### src/radio_regs_pkg.sv
// Function
// - Measure transmitter frequency offset and expose it in a readable status register.
// - Bit 6 of each debug pin register inverts its pin: 1 low, 0 high.
// - Bits 5:0 of each debug pin register select the routed signal, reset zero.
// - Bit 7 of the middle pin register sets drive strength: 0 minimum, 1 maximum.
// - Sync word is high byte (reset 0xd3) joined with low byte (reset 0x91).
// - Length register, reset 0xff, is exact length fixed, maximum length variable.
package radio_regs_pkg;

    // ========================================
    // Register map
    localparam logic [15:0] SYNC_HIGH_ADDR = 16'hdf00;
    localparam logic [15:0] SYNC_LOW_ADDR = 16'hdf01;
    localparam logic [15:0] PKT_LEN_ADDR = 16'hdf02;
    localparam logic [15:0] PIN_C_ADDR = 16'hdf2f;
    localparam logic [15:0] PIN_B_ADDR = 16'hdf30;
    localparam logic [15:0] PIN_A_ADDR = 16'hdf31;
    localparam logic [15:0] FREQ_EST_ADDR = 16'hdf32;

    // ========================================
    // Reset values
    localparam logic [7:0] SYNC_HIGH_RST = 8'hd3;
    localparam logic [7:0] SYNC_LOW_RST = 8'h91;
    localparam logic [7:0] PKT_LEN_RST = 8'hff;
    localparam logic [7:0] PIN_CFG_RST = 8'h00;
    localparam logic [7:0] FREQ_EST_RST = 8'h00;
    localparam logic [7:0] UNMAPPED_READ = 8'h00;

    // ========================================
    // Field layout and sizes
    localparam int DS_BIT = 7;
    localparam int INV_BIT = 6;
    localparam int SEL_W = 6;
    localparam int NUM_PINS = 3;
    localparam int PIN_A = 0;
    localparam int PIN_B = 1;
    localparam int PIN_C = 2;
    localparam int SIG_W = 64;
    localparam int EST_LOG2 = 3;
    localparam int SUM_W = 11;
    localparam logic [EST_LOG2-1:0] EST_LAST = 3'h7;

    typedef struct packed {
        logic invert;
        logic [SEL_W-1:0] select;
    } pin_cfg_s;

    typedef enum logic [1:0] {
        MEAS_IDLE = 2'b01,
        MEAS_ACCUM = 2'b10
    } meas_state_e;

endpackage
### src/debug_pin_mux.sv
`timescale 1ns/10ps
`default_nettype none
module debug_pin_mux
(
    input wire logic clk, // System clock
    input wire logic rst, // Async reset, high
    input wire radio_regs_pkg::pin_cfg_s cfg, // Select and invert
    input wire logic [radio_regs_pkg::SIG_W-1:0] radio_signals, // Internal signals
    output logic pin_out // Debug pin level
);
    import radio_regs_pkg::*;

    logic pin_reg;
    logic pin_next;

    // ========================================
    // Selection and polarity
    always_comb
    begin
        pin_next = radio_signals[cfg.select] ^ cfg.invert;
    end

    always_ff @(posedge clk or posedge rst)
    begin
        if (rst)
        begin
            pin_reg <= 1'b0;
        end
        else
        begin
            pin_reg <= pin_next;
        end
    end

    assign pin_out = pin_reg;
endmodule
`default_nettype wire

### src/freq_offset_meter.sv
`timescale 1ns/10ps
`default_nettype none
module freq_offset_meter
(
    input wire logic clk, // System clock
    input wire logic rst, // Async reset, high
    input wire logic rx_active, // Receiver running
    input wire logic sample_valid, // Offset sample strobe
    input wire logic [7:0] sample, // Signed offset sample
    output logic [7:0] estimate // Averaged offset, signed
);
    import radio_regs_pkg::*;

    meas_state_e state_reg, state_next;
    logic [SUM_W-1:0] sum_reg, sum_next, sum_total;
    logic [EST_LOG2-1:0] count_reg, count_next;
    logic [7:0] est_reg, est_next;

    // ========================================
    // Average of eight samples while receiving
    always_comb
    begin
        sum_total = sum_reg + {{(SUM_W-8){sample[7]}}, sample};
        state_next = state_reg;
        sum_next = sum_reg;
        count_next = count_reg;
        est_next = est_reg;
        case (state_reg)
            MEAS_IDLE:
            begin
                sum_next = '0;
                count_next = '0;
                if (rx_active)
                begin
                    state_next = MEAS_ACCUM;
                end
            end
            MEAS_ACCUM:
            begin
                if (!rx_active)
                begin
                    state_next = MEAS_IDLE;
                end
                else if (sample_valid)
                begin
                    sum_next = sum_total;
                    count_next = count_reg + 3'h1;
                    if (count_reg == EST_LAST)
                    begin
                        est_next = sum_total[SUM_W-1:EST_LOG2];
                        sum_next = '0;
                    end
                end
            end
            default:
            begin
                state_next = MEAS_IDLE;
            end
        endcase
    end

    always_ff @(posedge clk or posedge rst)
    begin
        if (rst)
        begin
            state_reg <= MEAS_IDLE;
            sum_reg <= '0;
            count_reg <= '0;
            est_reg <= FREQ_EST_RST;
        end
        else
        begin
            state_reg <= state_next;
            sum_reg <= sum_next;
            count_reg <= count_next;
            est_reg <= est_next;
        end
    end

    assign estimate = est_reg;
endmodule
`default_nettype wire

### src/radio_debug_sync_length_regs.sv
`timescale 1ns/10ps
`default_nettype none
module radio_debug_sync_length_regs
(
    input wire logic clk, // System clock, 200 MHz
    input wire logic rst, // Async reset, high
    input wire logic [15:0] reg_addr, // Register address
    input wire logic [7:0] reg_wdata, // Write data
    input wire logic reg_wr, // Write strobe
    input wire logic reg_rd, // Read strobe
    output logic [7:0] reg_rdata, // Read data, cycle after strobe
    input wire logic [radio_regs_pkg::SIG_W-1:0] radio_signals, // Debug sources
    input wire logic rx_active, // Receiver running
    input wire logic freq_sample_valid, // Offset sample strobe
    input wire logic [7:0] freq_sample, // Signed offset sample
    input wire logic variable_length_mode, // 1 variable, 0 fixed
    input wire logic rx_length_valid, // Received length strobe
    input wire logic [7:0] rx_length, // Received length byte
    output logic [15:0] sync_word, // Sync word to the modem
    output logic [7:0] packet_length, // Length setting
    output logic length_accept, // Last length was acceptable
    output logic length_checked, // Check result pulse
    output logic port_one_bit_seven, // Debug pin c
    output logic port_one_bit_six, // Debug pin b
    output logic port_one_bit_five, // Debug pin a
    output logic debug_drive_strength // 1 maximum drive
);
    import radio_regs_pkg::*;

    // ========================================
    // State
    logic [7:0] sync_high_reg, sync_high_next;
    logic [7:0] sync_low_reg, sync_low_next;
    logic [7:0] pkt_len_reg, pkt_len_next;
    pin_cfg_s pin_cfg_reg [NUM_PINS];
    pin_cfg_s pin_cfg_next [NUM_PINS];
    logic drive_reg, drive_next;
    logic [7:0] rdata_reg, rdata_next;
    logic len_ok_reg, len_ok_next;
    logic len_chk_reg, len_chk_next;
    logic [7:0] freq_estimate;
    logic [NUM_PINS-1:0] pin_bus;

    // ========================================
    // Register writes
    always_comb
    begin
        sync_high_next = sync_high_reg;
        sync_low_next = sync_low_reg;
        pkt_len_next = pkt_len_reg;
        drive_next = drive_reg;
        for (int i = 0; i < NUM_PINS; i++)
        begin
            pin_cfg_next[i] = pin_cfg_reg[i];
        end
        if (reg_wr)
        begin
            case (reg_addr)
                SYNC_HIGH_ADDR:
                begin
                    sync_high_next = reg_wdata;
                end
                SYNC_LOW_ADDR:
                begin
                    sync_low_next = reg_wdata;
                end
                PKT_LEN_ADDR:
                begin
                    pkt_len_next = reg_wdata;
                end
                PIN_C_ADDR:
                begin
                    pin_cfg_next[PIN_C] = reg_wdata[INV_BIT:0];
                end
                PIN_B_ADDR:
                begin
                    pin_cfg_next[PIN_B] = reg_wdata[INV_BIT:0];
                    drive_next = reg_wdata[DS_BIT];
                end
                PIN_A_ADDR:
                begin
                    pin_cfg_next[PIN_A] = reg_wdata[INV_BIT:0];
                end
                default:
                begin
                    drive_next = drive_reg;
                end
            endcase
        end
    end

    always_ff @(posedge clk or posedge rst)
    begin
        if (rst)
        begin
            sync_high_reg <= SYNC_HIGH_RST;
            sync_low_reg <= SYNC_LOW_RST;
            pkt_len_reg <= PKT_LEN_RST;
            drive_reg <= PIN_CFG_RST[DS_BIT];
            for (int i = 0; i < NUM_PINS; i++)
            begin
                pin_cfg_reg[i] <= PIN_CFG_RST[INV_BIT:0];
            end
        end
        else
        begin
            sync_high_reg <= sync_high_next;
            sync_low_reg <= sync_low_next;
            pkt_len_reg <= pkt_len_next;
            drive_reg <= drive_next;
            for (int i = 0; i < NUM_PINS; i++)
            begin
                pin_cfg_reg[i] <= pin_cfg_next[i];
            end
        end
    end

    // ========================================
    // Register reads
    always_comb
    begin
        rdata_next = UNMAPPED_READ;
        if (reg_rd)
        begin
            case (reg_addr)
                SYNC_HIGH_ADDR:
                begin
                    rdata_next = sync_high_reg;
                end
                SYNC_LOW_ADDR:
                begin
                    rdata_next = sync_low_reg;
                end
                PKT_LEN_ADDR:
                begin
                    rdata_next = pkt_len_reg;
                end
                PIN_C_ADDR:
                begin
                    rdata_next = {1'b0, pin_cfg_reg[PIN_C]};
                end
                PIN_B_ADDR:
                begin
                    rdata_next = {drive_reg, pin_cfg_reg[PIN_B]};
                end
                PIN_A_ADDR:
                begin
                    rdata_next = {1'b0, pin_cfg_reg[PIN_A]};
                end
                FREQ_EST_ADDR:
                begin
                    rdata_next = freq_estimate;
                end
                default:
                begin
                    rdata_next = UNMAPPED_READ;
                end
            endcase
        end
    end

    // ========================================
    // Packet length check
    always_comb
    begin
        len_chk_next = rx_length_valid;
        len_ok_next = len_ok_reg;
        if (rx_length_valid)
        begin
            if (variable_length_mode)
            begin
                len_ok_next = rx_length <= pkt_len_reg;
            end
            else
            begin
                len_ok_next = rx_length == pkt_len_reg;
            end
        end
    end

    always_ff @(posedge clk or posedge rst)
    begin
        if (rst)
        begin
            rdata_reg <= UNMAPPED_READ;
            len_ok_reg <= 1'b0;
            len_chk_reg <= 1'b0;
        end
        else
        begin
            rdata_reg <= rdata_next;
            len_ok_reg <= len_ok_next;
            len_chk_reg <= len_chk_next;
        end
    end

    // ========================================
    // Debug pins and offset meter
    for (genvar p = 0; p < NUM_PINS; p++)
    begin : g_pin
        debug_pin_mux u_mux
        (
            .clk(clk),
            .rst(rst),
            .cfg(pin_cfg_reg[p]),
            .radio_signals(radio_signals),
            .pin_out(pin_bus[p])
        );
    end

    freq_offset_meter u_meter
    (
        .clk(clk),
        .rst(rst),
        .rx_active(rx_active),
        .sample_valid(freq_sample_valid),
        .sample(freq_sample),
        .estimate(freq_estimate)
    );

    // ========================================
    // Outputs
    assign reg_rdata = rdata_reg;
    assign sync_word = {sync_high_reg, sync_low_reg};
    assign packet_length = pkt_len_reg;
    assign length_accept = len_ok_reg;
    assign length_checked = len_chk_reg;
    assign port_one_bit_seven = pin_bus[PIN_C];
    assign port_one_bit_six = pin_bus[PIN_B];
    assign port_one_bit_five = pin_bus[PIN_A];
    assign debug_drive_strength = drive_reg;
endmodule
`default_nettype wire

### config.mk
export PLATFORM = sky130hd
export DESIGN_NAME = radio_debug_sync_length_regs
export DESIGN_NICKNAME = d
export VERILOG_FILES = /design/src/radio_regs_pkg.sv /design/src/debug_pin_mux.sv /design/src/freq_offset_meter.sv /design/src/radio_debug_sync_length_regs.sv
export SDC_FILE = /design/constraint.sdc
export NUM_CORES = 1
export LEC_CHECK = 0
export BUFFER_PORTS_ARGS = -buffer_cell sky130_fd_sc_hd__buf_4
export CAP_MARGIN = 20
export CORE_MARGIN = 2
export CORE_UTILIZATION = 38
export DETAILED_ROUTE_END_ITERATION = 8
export PLACE_DENSITY = 0.6
export SYNTH_ARGS = -nofsm -noshare
export SYNTH_HDL_FRONTEND = slang
export SYNTH_HIERARCHICAL = 1
export SYNTH_SLANG_ARGS = --single-unit
### constraint.sdc
create_clock -name clk -period 4.4 [get_ports clk]
set_input_delay 0.88 -clock clk [delete_from_list [all_inputs] [get_ports clk]]
set_output_delay 0.88 -clock clk [all_outputs]
set_load 0.01 [all_outputs]
* Word level (Yosys, flattened, before mapping)
Cells that the tools add are included.
Cells by class: $add $sub $neg 2, order comparisons 4, equal/unequal tests 15, multiplexer cells 19, bitwise operators 3, reductions and logical operators 10
Operators with widths (count):
- $eq 16x16->1 const B | 7
- $pmux 8 s7 | 1
- $mux 11 | 3
- $pmux 11 s2 | 1
- $lt 6x7->1 const B | 3
- $bmux 1 s6 | 3
- $reduce_and 2->1 | 7
- $add 11x11->11 | 1
- $eq 8x8->1 | 1
- $le 8x8->1 | 1
- $mux 8 | 1
- $ne 2x2->1 const B | 4
- $mux 3 | 2
- $pmux 3 s2 | 1
- $mux 1 | 4
- $mux 2 | 2
- $pmux 2 s2 | 1
- $reduce_and 4->1 | 1
- $add 3x1->3 const B | 1
- $eq 3x3->1 const B | 1
- $reduce_and 3->1 | 1
- $xor 1x1->1 | 3
- $eq 2x1->1 const B | 1
- $eq 2x2->1 const B | 1
- $reduce_bool 2->1 | 1
Word-level totals: register bits 83, input port bits 112, output and inout bits 38, logic and storage cells 73

* Logic depth before layout (Yosys ltp)
word-level depth 5, depth in mapped cells 8, depth with buffers taken out 8

* Cells and area by module
Netlist, hierarchy kept.
Modules (own cells, without submodules):
- radio_debug_sync_length_regs | times used 1, cells each 208, area an instance 2746.4 um2, sequential area each 1421.4 um2
- debug_pin_mux | times used 3, cells each 52, area an instance 678.2 um2, sequential area each 25.0 um2
- freq_offset_meter | times used 1, cells each 129, area an instance 1451.4 um2, sequential area each 601.8 um2

* Worst setup path before layout
OpenSTA, ideal clock, no wires.
path type input to register, from in freq_sample[0], to reg u_meter.sum_reg[10], setup time 0.079 ns, data arrival time 2.523 ns, data required time 4.321 ns, slack 1.798 ns, stages on the path 8, buffers on the path 0, cells stage by stage ha_1 fa_1 a21o_1 o2bb2ai_1 nor2_2 o31ai_4 o32a_1 mux2i_1
On the way: cells in the longest elaborated chain, start to end 5
RTL lines:
- from (decl) | RTL line radio_debug_sync_length_regs.sv:15 | input wire logic [7:0] freq_sample,
- $add 11x11->11 | RTL line freq_offset_meter.sv:23 | sum_total = sum_reg + {{(SUM_W-8){sample[7]}}, sample};
- $mux 11 | RTL line freq_offset_meter.sv:48 | if (count_reg == EST_LAST)
- $mux 11 | RTL line freq_offset_meter.sv:44 | else if (sample_valid)
- $mux 11 | RTL line freq_offset_meter.sv:40 | if (!rx_active)
- $pmux 11 s2 | RTL line freq_offset_meter.sv:28 | case (state_reg)
- to (signal assigned) | RTL line freq_offset_meter.sv:74 | sum_reg <= sum_next;
- to (decl) | RTL line freq_offset_meter.sv:15 | logic [SUM_W-1:0] sum_reg, sum_next, sum_total;
Every way passes these cells. The select of a mux whose other input is x is not followed. A chain may end at the register's enable or synchronous reset.

* Worst setup path in the final report
from reg pin_cfg_reg[0] in the netlist's numbering, to reg g_pin[2].u_mux.pin_reg
On the way: cells in the longest elaborated chain, start to end 3
RTL lines:
- from (decl) | RTL line radio_debug_sync_length_regs.sv:35 | pin_cfg_s pin_cfg_reg [NUM_PINS];
- from (signal, indexed assignment) | RTL line radio_debug_sync_length_regs.sv:102 | pin_cfg_reg[i] <= PIN_CFG_RST[INV_BIT:0];
- from (signal, indexed assignment) | RTL line radio_debug_sync_length_regs.sv:113 | pin_cfg_reg[i] <= pin_cfg_next[i];
- $bmux 1 s6 | RTL line debug_pin_mux.sv:20 | pin_next = radio_signals[cfg.select] ^ cfg.invert;
- $mux 1 (implied by the code) | RTL line debug_pin_mux.sv:20
- $xor 1x1->1 | RTL line debug_pin_mux.sv:20
- net g_pin[2].u_mux.pin_next | RTL line debug_pin_mux.sv:14 | logic pin_next;
- to (signal assigned) | RTL line debug_pin_mux.sv:31 | pin_reg <= pin_next;
- to (decl) | RTL line debug_pin_mux.sv:13 | logic pin_reg;
The timed path passes the listed nets, and every way through them passes these cells. The select of a mux whose other input is x is not followed.

==> impl_metrics.toml <==
[final_layout]
layout-drive-gt1-share_pct = 46.3
num_antenna_cells = 0
nets = 765
final_common_cell = "buf_4"
design_area_mm2 = 0.00772
synthToLayoutAreaGrowth_pct = 23.9
largest_reg_flops = 21
fillCellCount = 1467
final_cell_mix = "149 x buf_4, 66 x dfrtp_1, 52 x mux2_2"

[clocking]
htree_levels = 3
clockBufferDepth = 2
clkLatencyLatePin_ns = 0.34
cts_tree = "yes"
cts_made_buffers = 9
cts.sinks = 83
postCtsResizedCells = 0
path_clk_slew_ns = 0.07
cts-root-buf = "clkbuf_16"
post_cts_buffers = 0
cts-hold-fix-buffers = 0

[placed_design]
globalplace.congestion = 0.878
numPortBuffers = 149
preCtsSetupSlack_ns = 1.54
place_area_mm2 = 0.00741
hpwl_um = 13500

[synth]
avgSynthCellArea_um2 = 12.6
async_reset_ff_share_pct = 100
synth_edf_count = 0
ys_warn_count = 6
synth_flop_cell = "dfrtp_1"
synthDistinctLibCells = 65
ys_seq_area_share_pct = 33.7
syn-num-nets = 626
ys_seq_elements = 83
synth_cells = 493
synth.cell_area_mm2 = 0.00623

[sta]
fin_ws_ns = 1.79
slew_violations = 0
rsz0062_at_grt = "false"
period_share_pct = 59.3
worst_slew_pin_slew_ns = 1.09
hold_ws_ns = 0.402
fmax_mhz = 383
final.setup.tns_ns = 0
fin_crit_ns = 2.61
setup_violations = 0
finalHoldViolCount = 0
slew_headroom_pct = 27.0
skew_ns = 0.00818

[setup_path]
critPathKind = "register to register"
worstPathArrival_ns = 2.79
cp_slowest_cell = "dfrtp_1"
regToRegSetupSlack_ns = 1.79
path_max_fanout = 16
critical-path-max-stage-delay_ns = 0.92
crit_family = "flip-flops"
critPathRequiredTime_ns = 4.58
crit_buf_inv = 0
end_kind = "register"
crit_chain = "mux4_1, mux2i_1, a21oi_1, nor4_2, nor3_1, xor2_1"
cp-start-kind = "register"

[routing]
avgViaCountPerCell = 5.86
vias = 5000
drt_wl_total_um = 18000
detail-route-antenna-nets = 0
wl_per_cell_um = 21.1
highest_layer = "met4"
wl_met1_um = 7900
met3_length_um = 1220
firstDrtPassIters = 7
post-route-drc-count = 0
met2_length_um = 8630
drtIter0Drc = 396

[die]
die_x_um = 132
fp.coreArea_mm2 = 0.0159
die_area_mm2 = 0.0174
pin_count = 150
rows = 46
start_util_pct = 39.1
die_h_um = 132

[global_routing]
overflow = 0
grt_pass1_vias = 5164
antenna_found_initial = 0
grt_usage_pct = 20.6
grt_pass1_wl_um = 28300
grt_start_max_net_pins = 46

[pwr]
power_per_cell_area_mw_per_mm2 = 238
ir_worst_vdd_mv = 0.213
p_int_mw = 1.37
combPwrFrac_pct = 14.3
p_leak_nw = 3.40
clockPowerShare_pct = 43.0
pwr-share-seq_pct = 42.7
sw_frac_of_total_pct = 25.6
switchingPower_uw = 469
power_mw = 1.84

[status]
status = "finished, final reports clean"

[hold_path]
min_path_type = "input port to asynchronous set/reset pin"

[run]
max_cap_violations = 0
worst paths after layout:
| kind | startpoint | end | cells after the start |
|---|---|---|---|
| min | rst | g_pin[1].u_mux/pin_out | 2 |
| max in group asynchronous | rst | u_meter/sum_reg[4] | 2 |
| max | pin_cfg_reg[0] | g_pin[2].u_mux/pin_out | 6 |
| max reg2reg | pin_cfg_reg[0] | g_pin[2].u_mux/pin_out | 6 |
| min in group clk | u_meter/sum_reg[2] | u_meter/sum_reg[2] | 2 |
| min reg2reg | u_meter/sum_reg[2] | u_meter/sum_reg[2] | 2 |
per-stage QoR:
| stage | instances | util [%] |
|---|---|---|
| floorplan | 493 | - |
| global placement | 836 | 46.4 |
| detailed placement | 837 | 46.5 |
| CTS | 853 | 48.4 |
| global route | 853 | 48.4 |
| finish | 853 | 48.4 |
cell usage after synthesis (all sizes together) (5+ instances only):
master | n | area (um2)
xnor2 | 8 | 70.1
mux4 | 45 | 1100
a21oi | 16 | 87.6
nor3b | 10 | 75.1
a22o | 12 | 106
nand2 | 27 | 126
o22ai | 6 | 37.5
a22oi | 15 | 113
a31oi | 9 | 56.3
dfstp | 17 | 447
a21o | 5 | 37.5
nand4 | 16 | 106
nand4b | 5 | 43.8
o21ai | 10 | 57.6
ha | 20 | 250
dfrtp | 66 | 1650
mux2 | 60 | 706
nor2 | 14 | 62.6
nor3 | 9 | 77.6
buf | 21 | 228
inv | 18 | 67.6
nand3 | 11 | 55.1
mux2i | 13 | 130
a222oi | 8 | 80.1
nand2b | 13 | 81.3
nand3b | 7 | 52.6
metal layers:
layer / GRT usage [%] / vias to the layer above
li1: - / 2265
met5: 0 / -
met4: 5.01 / 0
met3: 3.54 / 24
met1: 28.3 / 2490
met2: 33.9 / 221
power by group through the flow:
stage	combinational [mW]	sequential, mW	clock [mW]
5_1_grt	0.288	0.786	0.839
2_1_floorplan	0.127	0.794	0
3_3_place_gp	0.253	0.797	0
4_1_cts	0.265	0.784	0.807
3_5_place_dp	0.263	0.798	0
6_report	0.262	0.784	0.789
layout make-up:
type | count | area (um2) | area share [%]
clock buffers | 9 | 225 | 2.92
clock inverters | 7 | 87.6 | 1.13
inverters | 18 | 67.6 | 0.875
repair buffers | 150 | 1140 | 14.7
flip-flops and latches | 83 | 2100 | 27.2
well taps | 216 | 270 | 3.50
multi-input cells | 370 | 3830 | 49.7
cell families (layout without fill, tap and decap cells):
family / count (synthesis) / count (layout) / synth area share [%]
AOI/OAI and AO/OA: 93 / 93 / 11.2
buffers and inverters: 40 / 184 / 4.80
adders and majority gates: 21 / 21 / 4.34
and+or+nand+nor: 127 / 127 / 13.3
xor gates and xnor gates: 11 / 11 / 1.55
DFF: 83 / 83 / 33.7
muxes: 118 / 118 / 31.1
No activity file was read; power rests on OpenSTA's default activity.
